[src/ims_pkg.sv]
/*
  shared constants for the interrupt scheme selector and acceptor: source
  vectors, priority field layout, register offsets and reset values.
  assumes one system clock shared by controller and cpu end.
*/
`default_nettype none
package ims_pkg;
  // number of maskable sources handled by this controller
  localparam int NSRC = 7;
  // number of priority fields in source_priority_reg
  localparam int NFLD = 3;
  // vector numbers of the maskable sources, index 0 wins fixed ordering
  localparam logic [7:0] IMS_SRC_VEC [0:NSRC-1] = '{8'hDC, 8'hDD, 8'hDE, 8'hDF, 8'hE3, 8'hE4, 8'hE5};
  // which priority field each source reads
  localparam logic [1:0] IMS_SRC_FLD [0:NSRC-1] = '{2'h0, 2'h0, 2'h0, 2'h0, 2'h1, 2'h2, 2'h2};
  // bit position of each priority field
  localparam int IMS_FLD_POS [0:NFLD-1] = '{0, 4, 8};
  // first vector number of the reserved upper range
  localparam logic [7:0] IMS_RSV_FIRST = 8'hD6;
  // vector of the non-maskable request (plain default)
  localparam logic [7:0] IMS_NMI_VEC = 8'h07;
  // mask level forced by the non-maskable request
  localparam logic [2:0] IMS_NMI_LVL = 3'h7;
  // scheme codes
  localparam logic [1:0] IMS_SCHEME0 = 2'h0;
  localparam logic [1:0] IMS_SCHEME2 = 2'h2;
  // register byte offsets
  localparam logic [4:0] IMS_OFF_SCHEME = 5'h00;
  localparam logic [4:0] IMS_OFF_ENABLE = 5'h04;
  localparam logic [4:0] IMS_OFF_PRIO   = 5'h08;
  localparam logic [4:0] IMS_OFF_PEND   = 5'h0C;
  localparam logic [4:0] IMS_OFF_STAT   = 5'h10;
  // reset values
  localparam logic [1:0]  IMS_RST_SCHEME = 2'h0;
  localparam logic [6:0]  IMS_RST_ENABLE = 7'h00;
  localparam logic [10:0] IMS_RST_PRIO   = 11'h777;
  // axi responses
  localparam logic [1:0] IMS_RESP_OKAY   = 2'h0;
  localparam logic [1:0] IMS_RESP_SLVERR = 2'h2;
  // table entry spacing as shift of the vector number
  localparam int IMS_VEC_SHIFT = 2;
  // reserved vector check: upper range with no source attached
  function automatic logic ims_vec_reserved(input logic [7:0] v);
    logic hit;
    hit = 1'b0;
    for (int i = 0; i < NSRC; i++)
    begin
      if (IMS_SRC_VEC[i] == v)
      begin
        hit = 1'b1;
      end
    end
    return (v >= IMS_RSV_FIRST) && !hit;
  endfunction
endpackage
`default_nettype wire

[src/ims_link_if.sv]
/*
  link between the interrupt controller and the cpu exception logic.
  assumes both ends run on the same clock; no clocking block.
*/
`timescale 1ns/1ps
`default_nettype none
interface ims_link_if;
  logic       irq_req;      // a request is offered to the cpu
  logic [7:0] irq_vec;      // vector of the offered request
  logic [2:0] irq_lvl;      // priority of the offered request
  logic       irq_nmi;      // offered request is non-maskable
  logic       irq_scheme2;  // controller runs scheme 2
  logic       ack;          // one-cycle pulse: cpu accepted irq_vec
  logic [7:0] ack_vec;      // vector accepted
  logic       gmask;        // cpu global mask flag
  logic [2:0] mask_lvl;     // cpu priority_mask_level
  modport ctrl (output irq_req, irq_vec, irq_lvl, irq_nmi, irq_scheme2, input ack, ack_vec, gmask, mask_lvl);
  modport cpu  (input irq_req, irq_vec, irq_lvl, irq_nmi, irq_scheme2, output ack, ack_vec, gmask, mask_lvl);
endinterface
`default_nettype wire

[src/ims_arbiter.sv]
/*
  combinational arbiter: picks the winning pending source and decides
  whether it passes the cpu mask. assumes inputs from the same clock.
*/
`timescale 1ns/1ps
`default_nettype none
module ims_arbiter
  import ims_pkg::*;
(
  input  wire logic [NSRC-1:0]   pend,
  input  wire logic [3*NSRC-1:0] lvl,
  input  wire logic              scheme2,
  input  wire logic              gmask,
  input  wire logic [2:0]        mask_lvl,
  output logic                   found,
  output logic [2:0]             win_idx,
  output logic [2:0]             win_lvl
);
  logic any; // some source is pending

  // scan from lowest ordering up so the lower index wins ties
  always_comb
  begin
    any     = 1'b0;
    win_idx = 3'h0;
    win_lvl = 3'h0;
    for (int i = NSRC - 1; i >= 0; i--)
    begin
      if (pend[i])
      begin
        if (!scheme2 || !any || (lvl[3*i +: 3] >= win_lvl)) // RULE4 RULE17 RULE10
        begin
          any     = 1'b1;
          win_idx = 3'(i);
          win_lvl = scheme2 ? lvl[3*i +: 3] : 3'h0; // RULE5
        end
      end
    end
    // masking stage
    if (scheme2)
    begin
      found = any && (win_lvl > mask_lvl); // RULE6 RULE16
    end
    else
    begin
      found = any && !gmask; // RULE8 RULE9
    end
  end
endmodule
`default_nettype wire

[src/ims_ctrl.sv]
/*
  interrupt controller end: register file on axi4-lite, pending flags,
  scheme select, arbitration and offer of one request to the cpu.
  assumes peripheral events and the link on the same clock as clk.
*/
// Overview of operation
// RULE1: table entries four bytes, low 16 bits
// RULE2: vectors from 214 without source are reserved
// RULE3: two schemes, 0 and 2, software selected
// RULE4: scheme 0 uses fixed built-in ordering
// RULE5: scheme 2 gives eight programmable levels
// RULE6: scheme 2 masks against three-bit level
// RULE7: events become requests only when enabled
// RULE8: scheme 0 mask set: only non-maskable
// RULE9: scheme 0 mask clear: maskable accepted
// RULE10: only highest priority passed, others pending
// RULE11: cpu waits for current instruction end
// RULE12: scheme 0 cpu stacks counter and flags
// RULE13: stacked counter is the return address
// RULE14: scheme 0 cpu sets mask after stacking
// RULE15: vector becomes table address, handler fetched
// RULE16: scheme 2 accepts only above mask
// RULE17: equal levels fall back to fixed ordering
// RULE18: scheme 2 stacks extended reg, sets level
// RULE19: non-maskable sets mask level seven
// RULE20: pending held until accepted or disabled
`timescale 1ns/1ps
`default_nettype none
module ims_ctrl
  import ims_pkg::*;
(
  input  wire logic            clk,
  input  wire logic            reset,
  input  wire logic            ce,
  // axi4-lite slave
  input  wire logic [4:0]      s_awaddr,
  input  wire logic            s_awvalid,
  output logic                 s_awready,
  input  wire logic [31:0]     s_wdata,
  input  wire logic [3:0]      s_wstrb,
  input  wire logic            s_wvalid,
  output logic                 s_wready,
  output logic [1:0]           s_bresp,
  output logic                 s_bvalid,
  input  wire logic            s_bready,
  input  wire logic [4:0]      s_araddr,
  input  wire logic            s_arvalid,
  output logic                 s_arready,
  output logic [31:0]          s_rdata,
  output logic [1:0]           s_rresp,
  output logic                 s_rvalid,
  input  wire logic            s_rready,
  // peripheral events, one-cycle pulses
  input  wire logic [NSRC-1:0] src_event,
  input  wire logic            nmi_event,
  // link to the cpu
  ims_link_if.ctrl             link
);
  // registers
  logic [1:0]      scheme_q,  scheme_d;   // scheme_select_reg
  logic [NSRC-1:0] en_q,      en_d;       // per-source enables
  logic [10:0]     prio_q,    prio_d;     // source_priority_reg
  logic [NSRC-1:0] pend_q,    pend_d;     // pending flags
  logic            nmi_q,     nmi_d;      // nmi pending
  // bus state
  logic            awr_q,     awr_d;      // write address/data taken
  logic            bv_q,      bv_d;       // write response valid
  logic [1:0]      bresp_q,   bresp_d;    // write response code
  logic            arr_q,     arr_d;      // read address taken
  logic            rv_q,      rv_d;       // read data valid
  logic [31:0]     rdata_q,   rdata_d;    // read data
  logic [1:0]      rresp_q,   rresp_d;    // read response code
  // link outputs
  logic            req_q,     req_d;      // offered request
  logic [7:0]      vec_q,     vec_d;      // offered vector
  logic [2:0]      lvl_q,     lvl_d;      // offered level
  logic            onmi_q,    onmi_d;     // offered is nmi
  // arbiter wires
  logic [3*NSRC-1:0] src_lvl;             // level per source
  logic              found;               // maskable winner passes mask
  logic [2:0]        win_idx;             // winning source
  logic [2:0]        win_lvl;             // its level
  logic              wr_go;               // write performed this cycle

  // map each source onto its shared priority field
  genvar g;
  generate
    for (g = 0; g < NSRC; g++)
    begin : g_lvl
      assign src_lvl[3*g +: 3] = prio_q[IMS_FLD_POS[IMS_SRC_FLD[g]] +: 3]; // RULE5
    end
  endgenerate

  // winner selection
  ims_arbiter u_arb (
    .pend     (pend_q),
    .lvl      (src_lvl),
    .scheme2  (scheme_q == IMS_SCHEME2),
    .gmask    (link.gmask),
    .mask_lvl (link.mask_lvl),
    .found    (found),
    .win_idx  (win_idx),
    .win_lvl  (win_lvl)
  );

  assign wr_go = awr_q && s_awvalid && s_wvalid;

  // bus handshakes and register writes
  always_comb
  begin
    scheme_d = scheme_q;
    en_d     = en_q;
    prio_d   = prio_q;
    awr_d    = 1'b0;
    bv_d     = bv_q;
    bresp_d  = bresp_q;
    arr_d    = 1'b0;
    rv_d     = rv_q;
    rdata_d  = rdata_q;
    rresp_d  = rresp_q;
    // take address and data together, one write in flight
    if (s_awvalid && s_wvalid && !awr_q && !bv_q)
    begin
      awr_d = 1'b1;
    end
    if (wr_go)
    begin
      bv_d    = 1'b1;
      bresp_d = IMS_RESP_OKAY;
      case (s_awaddr)
        IMS_OFF_SCHEME:
        begin
          // only the two documented codes are stored
          if (s_wstrb[0] && (s_wdata[1:0] == IMS_SCHEME0 || s_wdata[1:0] == IMS_SCHEME2))
          begin
            scheme_d = s_wdata[1:0]; // RULE3
          end
        end
        IMS_OFF_ENABLE:
        begin
          if (s_wstrb[0])
          begin
            en_d = s_wdata[NSRC-1:0];
          end
        end
        IMS_OFF_PRIO:
        begin
          if (s_wstrb[0])
          begin
            prio_d[7:0] = s_wdata[7:0];
          end
          if (s_wstrb[1])
          begin
            prio_d[10:8] = s_wdata[10:8];
          end
          prio_d[3] = 1'b0;
          prio_d[7] = 1'b0;
        end
        IMS_OFF_PEND, IMS_OFF_STAT:
        begin
          bresp_d = IMS_RESP_OKAY; // read-only, write ignored
        end
        default:
        begin
          bresp_d = IMS_RESP_SLVERR; // unmapped
        end
      endcase
    end
    else if (bv_q && s_bready)
    begin
      bv_d = 1'b0;
    end
    // read channel, one read in flight
    if (s_arvalid && !arr_q && !rv_q)
    begin
      arr_d = 1'b1;
    end
    if (arr_q && s_arvalid)
    begin
      rv_d    = 1'b1;
      rresp_d = IMS_RESP_OKAY;
      case (s_araddr)
        IMS_OFF_SCHEME: rdata_d = {30'h00000000, scheme_q};
        IMS_OFF_ENABLE: rdata_d = {25'h0000000, en_q};
        IMS_OFF_PRIO:   rdata_d = {21'h000000, prio_q};
        IMS_OFF_PEND:   rdata_d = {23'h000000, nmi_q, 1'b0, pend_q};
        IMS_OFF_STAT:   rdata_d = {19'h00000, onmi_q, lvl_q, req_q, vec_q};
        default:
        begin
          rdata_d = 32'h00000000;
          rresp_d = IMS_RESP_SLVERR;
        end
      endcase
    end
    else if (rv_q && s_rready)
    begin
      rv_d = 1'b0;
    end
  end

  // pending flags: a new event beats a clear in the same cycle
  always_comb
  begin
    for (int i = 0; i < NSRC; i++)
    begin
      pend_d[i] = pend_q[i] && en_d[i] // RULE20
                  && !(link.ack && link.ack_vec == IMS_SRC_VEC[i] && !ims_vec_reserved(IMS_SRC_VEC[i])); // RULE2
      if (src_event[i] && en_q[i])
      begin
        pend_d[i] = 1'b1; // RULE7
      end
    end
    nmi_d = (nmi_q && !(link.ack && link.ack_vec == IMS_NMI_VEC)) || nmi_event;
  end

  // offer to the cpu: nmi beats every maskable source
  always_comb
  begin
    req_d  = 1'b0;
    vec_d  = vec_q;
    lvl_d  = lvl_q;
    onmi_d = 1'b0;
    if (nmi_q)
    begin
      req_d  = 1'b1; // RULE8
      vec_d  = IMS_NMI_VEC;
      lvl_d  = IMS_NMI_LVL;
      onmi_d = 1'b1;
    end
    else if (found && !(link.ack && link.ack_vec == IMS_SRC_VEC[win_idx]))
    begin
      req_d = 1'b1; // RULE10
      vec_d = IMS_SRC_VEC[win_idx];
      lvl_d = win_lvl;
    end
  end

  // register stage, frozen while ce is low
  always_ff @(posedge clk or posedge reset)
  begin
    if (reset)
    begin
      scheme_q <= IMS_RST_SCHEME;
      en_q     <= IMS_RST_ENABLE;
      prio_q   <= IMS_RST_PRIO;
      pend_q   <= '0;
      nmi_q    <= 1'b0;
      awr_q    <= 1'b0;
      bv_q     <= 1'b0;
      bresp_q  <= IMS_RESP_OKAY;
      arr_q    <= 1'b0;
      rv_q     <= 1'b0;
      rdata_q  <= 32'h00000000;
      rresp_q  <= IMS_RESP_OKAY;
      req_q    <= 1'b0;
      vec_q    <= 8'h00;
      lvl_q    <= 3'h0;
      onmi_q   <= 1'b0;
    end
    else if (ce)
    begin
      scheme_q <= scheme_d;
      en_q     <= en_d;
      prio_q   <= prio_d;
      pend_q   <= pend_d;
      nmi_q    <= nmi_d;
      awr_q    <= awr_d;
      bv_q     <= bv_d;
      bresp_q  <= bresp_d;
      arr_q    <= arr_d;
      rv_q     <= rv_d;
      rdata_q  <= rdata_d;
      rresp_q  <= rresp_d;
      req_q    <= req_d;
      vec_q    <= vec_d;
      lvl_q    <= lvl_d;
      onmi_q   <= onmi_d;
    end
  end

  // ports straight from flops, except irq_scheme2 which is decoded from scheme_q
  assign s_awready        = awr_q;
  assign s_wready         = awr_q;
  assign s_bvalid         = bv_q;
  assign s_bresp          = bresp_q;
  assign s_arready        = arr_q;
  assign s_rvalid         = rv_q;
  assign s_rdata          = rdata_q;
  assign s_rresp          = rresp_q;
  assign link.irq_req     = req_q;
  assign link.irq_vec     = vec_q;
  assign link.irq_lvl     = lvl_q;
  assign link.irq_nmi     = onmi_q;
  assign link.irq_scheme2 = (scheme_q == IMS_SCHEME2);
endmodule
`default_nettype wire

[src/flat_wrapper.sv]
// flat-port wrapper written by rule: the top's interface ports become plain ports
module ims_ctrl_flat import ims_pkg::*;
  (clk, reset, ce, s_awaddr, s_awvalid, s_awready, s_wdata, s_wstrb, s_wvalid, s_wready, s_bresp, s_bvalid, s_bready, s_araddr, s_arvalid, s_arready, s_rdata, s_rresp, s_rvalid, s_rready, src_event, nmi_event, link_irq_req, link_irq_vec, link_irq_lvl, link_irq_nmi, link_irq_scheme2, link_ack, link_ack_vec, link_gmask, link_mask_lvl);
  ims_link_if link_i ();
  input  wire logic clk;
  input  wire logic reset;
  input  wire logic ce;
  input  wire logic [4:0] s_awaddr;
  input  wire logic s_awvalid;
  output logic s_awready;
  input  wire logic [31:0] s_wdata;
  input  wire logic [3:0] s_wstrb;
  input  wire logic s_wvalid;
  output logic s_wready;
  output logic [1:0] s_bresp;
  output logic s_bvalid;
  input  wire logic s_bready;
  input  wire logic [4:0] s_araddr;
  input  wire logic s_arvalid;
  output logic s_arready;
  output logic [31:0] s_rdata;
  output logic [1:0] s_rresp;
  output logic s_rvalid;
  input  wire logic s_rready;
  input  wire logic [NSRC-1:0] src_event;
  input  wire logic nmi_event;
  output wire logic [$bits(link_i.irq_req)-1:0] link_irq_req;
  output wire logic [$bits(link_i.irq_vec)-1:0] link_irq_vec;
  output wire logic [$bits(link_i.irq_lvl)-1:0] link_irq_lvl;
  output wire logic [$bits(link_i.irq_nmi)-1:0] link_irq_nmi;
  output wire logic [$bits(link_i.irq_scheme2)-1:0] link_irq_scheme2;
  input wire logic [$bits(link_i.ack)-1:0] link_ack;
  input wire logic [$bits(link_i.ack_vec)-1:0] link_ack_vec;
  input wire logic [$bits(link_i.gmask)-1:0] link_gmask;
  input wire logic [$bits(link_i.mask_lvl)-1:0] link_mask_lvl;
  assign link_irq_req = link_i.irq_req;
  assign link_irq_vec = link_i.irq_vec;
  assign link_irq_lvl = link_i.irq_lvl;
  assign link_irq_nmi = link_i.irq_nmi;
  assign link_irq_scheme2 = link_i.irq_scheme2;
  assign link_i.ack = link_ack;
  assign link_i.ack_vec = link_ack_vec;
  assign link_i.gmask = link_gmask;
  assign link_i.mask_lvl = link_mask_lvl;
  ims_ctrl u_core (.clk(clk), .reset(reset), .ce(ce), .s_awaddr(s_awaddr), .s_awvalid(s_awvalid), .s_awready(s_awready), .s_wdata(s_wdata), .s_wstrb(s_wstrb), .s_wvalid(s_wvalid), .s_wready(s_wready), .s_bresp(s_bresp), .s_bvalid(s_bvalid), .s_bready(s_bready), .s_araddr(s_araddr), .s_arvalid(s_arvalid), .s_arready(s_arready), .s_rdata(s_rdata), .s_rresp(s_rresp), .s_rvalid(s_rvalid), .s_rready(s_rready), .src_event(src_event), .nmi_event(nmi_event), .link(link_i));
endmodule
[config.mk]
export PLATFORM = sky130hd
export DESIGN_NAME = ims_ctrl_flat
export DESIGN_NICKNAME = d
export VERILOG_FILES = /design/src/ims_pkg.sv /design/src/ims_link_if.sv /design/src/ims_arbiter.sv /design/src/ims_ctrl.sv /design/src/flat_wrapper.sv
export SDC_FILE = /design/constraint.sdc
export NUM_CORES = 1
export LEC_CHECK = 0
export ABC_AREA = 1
export BUFFER_PORTS_ARGS = -buffer_cell sky130_fd_sc_hd__buf_2
export CORE_MARGIN = 2
export CORE_UTILIZATION = 56
export DETAILED_ROUTE_END_ITERATION = 10
export GPL_ROUTABILITY_DRIVEN = 0
export HOLD_SLACK_MARGIN = 0.02
export PLACE_DENSITY = 0.88
export SKIP_LAST_GASP = 1
export SLEW_MARGIN = 25
export SYNTH_ARGS = -nofsm -noshare
export SYNTH_HDL_FRONTEND = slang
export SYNTH_SLANG_ARGS = --single-unit
[constraint.sdc]
create_clock -name clk -period 20 [get_ports clk]
set_input_delay 5 -clock clk [delete_from_list [all_inputs] [get_ports clk]]
set_output_delay 5 -clock clk [all_outputs]
set_load 0.05 [all_outputs]
==> summary.md <==
| Metric | Value |
|---|---|
| Status | `finished clean` |
| Syn Inst Count | `roughly 550` |
| Largest family of logic cells by synthesized area | `simple AND/OR/NAND/NOR gates` |
| CP arrival | `between 9 and 10 ns` |
| Cts hold-fix bufs | `0` |
| Die Ht | `between 80 and 90 microns` |
| Antenna Nets Post-Route | `0` |
| WHS Path Cells | `1` |
| VDD IR-drop max | `0.0000357 V` |
| Switching portion of total power | `between 40% and 50%` |
| Clock tree sinks | `56` |
| Asr flop ratio synth | `100%` |
| DR iter-0 viols | `532` |
| CTS Buf Count | `5` |
| Post-layout nets | `~700` |
| Die ar. | `between 7000 and 8000 sq um` |
| Site Rows | `31` |
| R2R depth | `between 50 and 60` |
| Element type at the critical path end | `flip-flop` |
| Cell family with most CP delay | `simple AND/OR/NAND/NOR gates` |
| Total core area | `between 7000 and 8000 sq um` |
| Seq pwr share | `41.7%` |
| Setup Total Neg Slack | `0 ns` |
| GRT Overall Usage | `29.1%` |
| Placed inst area | `about 4400 sq um` |
| # diodes | `0` |
| Combinational share of power | `between 30% and 40%` |
| Synth warn | `0` |
| Port-buffer cells | `84` |
| Ys flop type | `dfrtp_1` |
| Syn Area/Cell | `~7.3 sq um` |
| Wirelength per Cell | `roughly 15 microns` |
| Worst R2R End | `u_core.link.irq_vec[0]` |
| Commonest cells after routing, fill and taps aside | `nand2_1, buf_2, inv_1` |
| Synth top area cells | `dfrtp_1, nand2_1, dfstp_2, nand3_1, o21ai_0` |
| CTS Buffer Depth | `2` |
| Inst Count DP | `721` |
| Final Setup Violations | `0` |
| Non-filler cells, final | `roughly 730` |
| CTS tree | `done` |
| Vias post-DR | `roughly 4200` |
| Synth Area in Compound Gates | `about 14%` |
| Hold path start | `u_core.s_rvalid` |
| Crit path largest cell delay | `0.81 ns` |
| Setup Skew | `0.00456 ns` |
| CP Buf/Inv Count | `6` |
| Clock root buffer | `clkbuf_8` |
| DRC errors left | `0` |
| Setup Buffers After CTS | `0` |
| CTS H-Tree Depth | `2` |
| Post-synthesis register bit count | `56` |
| End of the worst hold path | `u_core.s_arready` |
| Post-CTS sizing | `0` |
| Synthesis-to-finish area growth | `12.2%` |
| Iteration count of the initial detailed-routing pass | `5` |
| Worst-path clk slew | `roughly 0.10 ns` |
| Slowest-stage cell, CP | `a2111oi_1` |
| Max Cap Viol | `0` |
| Multiplexer area fraction after synthesis | `0.833%` |
| Initial Util | `56.8%` |
| Pint | `0.190 mW` |
| Slew Viols, Final | `0` |
| Most common cell after layout, fill and taps aside | `nand2_1` |
| Clock Power Share | `23.7%` |
| Cell mode on critical path | `nand2_1` |
| Final HPWL DP | `about 8600 microns` |
| R2r setup slk | `around 11 ns` |
| Area share of the largest cell type after synthesis | `between 20 and 30%` |
| Share of cells above drive strength 1 | `22.4%` |
| Synth Area in XOR/XNOR | `0%` |
| Final WL | `between 10000 and 15000 microns` |
| Max Fclk | `approximately 110 MHz` |
| Count of different cell masters after synthesis | `50` |
| Leakage | `roughly 2.3 nW` |
| Die W | `between 80 and 90 microns` |
| Final hold vios | `0` |
| Synth area leader | `dfrtp_1` |
| Overflow after GRT | `0` |
| Max FO, Critical Path | `14` |
| Fin crit period | `between 9 and 10 ns` |
| Critical path launch point type | `flip-flop` |
| Vias per cell | `about 5.7` |
| Sequential cell area fraction in the yosys report | `approximately a third` |
| Unrepaired setup endpoints after global routing | `false` |
| Vias in the first global route | `roughly 3800` |
| First-pass GRT wire length | `18100 microns` |
| Worst-Margin Slew | `approximately 0.93 ns` |
| NetSw | `0.131 mW` |
| Pin count of the biggest net entering global routing | `between 50 and 60` |
| Crit path required time | `a little over 20 ns` |
| Slew Limit Headroom | `~38%` |
| Post-synth EDFFs | `0` |
| Critical path class | `reg -> reg` |
| Period utilization | `between 40% and 50%` |
| Worst skew pair latency | `roughly 0.32 ns` |
| Initial antenna violation count | `0` |
| RR Startpoint | `u_core.scheme_q[0]` |
| Hold Path Class | `reg -> reg` |
| I/O pin total | `130` |
| Final Cell Area | `around 4500 sq um` |
| Cell Area, Synth | `between 4000 and 5000 sq um` |
| Synth Area in Simple Gates | `32.7%` |
| Synth Area in Adders | `approximately 4.6%` |
| Cell Pwr Density | `70.5 nW/um^2` |
## cell families (layout without fill, tap and decap cells)
| family | Yosys count | after routing |
|---|---|---|
| compound gates | 94 | 94 |
| fa+ha+maj | 15 | 15 |
| buf+inv | 108 | 164 |
| flops | 56 | 56 |
| mux | 3 | 3 |
| other cells | 1 | 21 |
| simple gates | 277 | 277 |
## how the worst max path moves through the flow
stage	start	slack (ns)	to	cells past startpoint
after floorplan	u_core.scheme_q[0]	12.54	u_core.link.irq_vec[6]	56
after global placement	u_core.scheme_q[0]	10.96	u_core.link.irq_lvl[2]	54
after detailed placement	u_core.scheme_q[0]	11.05	u_core.link.irq_vec[0]	54
after CTS	u_core.scheme_q[0]	10.98	u_core.link.irq_vec[0]	54
after global routing	u_core.scheme_q[0]	9.91	u_core.link.irq_lvl[0]	55
final	u_core.scheme_q[0]	10.68	u_core.link.irq_vec[0]	54
## layer usage
layer	up-vias	global-route usage, %	share of wire [%]
li1	1956	-	-
met1	1926	38.3	39
met2	239	47.5	48
met3	47	4.89	9.1
met4	0	12.2	4.5
met5	-	0	0
## synthesized netlist by cell type, types with 2 or more instances
cell and number:
dfrtp_1 47, nor4_1 3, nand2_1 147, mux2_2 3
nand2_2 6, o21ai_0 46, inv_2 7, o22ai_1 2
ha_1 15, nand2_8 2, a22o_1 4, nor2_2 3
nor2_1 27, nand3_4 2, o211ai_1 2, nand4_1 9
a32o_1 4, nand3_1 46, a21oi_1 14, buf_4 25
nand2_4 2, a22oi_1 2, buf_6 2, inv_1 61
o31ai_1 4, nand3_2 6, dfstp_2 9, clkbuf_1 9
buf_2 2, a31oi_1 2, nor2_4 2, nor3_1 17
clkinv_1 2, o2111ai_1 4
## sequential cells by signal, indices dropped and copies added (netlist names), 2 cells and up
| signal | cells |
|---|---|
| u_core.scheme_q | 2 |
| u_core.en_q | 7 |
| u_core.pend_q | 7 |
| u_core.link.irq_vec | 6 |
| u_core.link.irq_lvl | 3 |
| u_core.prio_q | 9 |
| u_core.s_rdata | 13 |
## layout make-up
| cell class | instances | area [sq um] |
|---|---|---|
| clock buffers | 5 | 68.8 |
| well taps | 99 | 124 |
| multi-input cells | 410 | 2200 |
| flip-flops and latches | 56 | 1410 |
| repair buffers | 86 | 435 |
| inverters | 70 | 263 |
| clock inverters | 3 | 42.5 |
| fillers | 635 | 2590 |
## worst register-to-register path, delay by kind of cell, from the launching register on
| family | cells | cell delay [ns] |
|---|---|---|
| AO/OA/AOI/OAI | 12 | 3.03 |
| buffers and inverters | 6 | 0.63 |
| AND/OR/NAND/NOR | 30 | 3.48 |
| flip-flops | 1 | 0.38 |
| adder cells (fa/ha/maj) | 6 | 1.75 |
## stage by stage
step	util (%)	power [mW]	hold slack (ns)	setup slack [ns]
2_1_floorplan	-	0.221	0.470	12.54
3_3_place_gp	62.2	0.240	0.464	10.96
6_report	63.7	0.321	0.492	10.68
4_1_cts	63.7	0.318	0.490	10.98
5_1_grt	63.7	0.337	0.503	9.91
3_5_place_dp	62.2	0.245	0.469	11.05
## power groups by stage
stage	clock [mW]	sequential, mW	combinational [mW]
final	0.0759	0.134	0.111
after global routing	0.0800	0.135	0.122
after CTS	0.0753	0.133	0.110
after detailed placement	0	0.135	0.109
after global placement	0	0.135	0.105
after floorplan	0	0.151	0.0698
No activity file was read; power rests on OpenSTA's default activity.
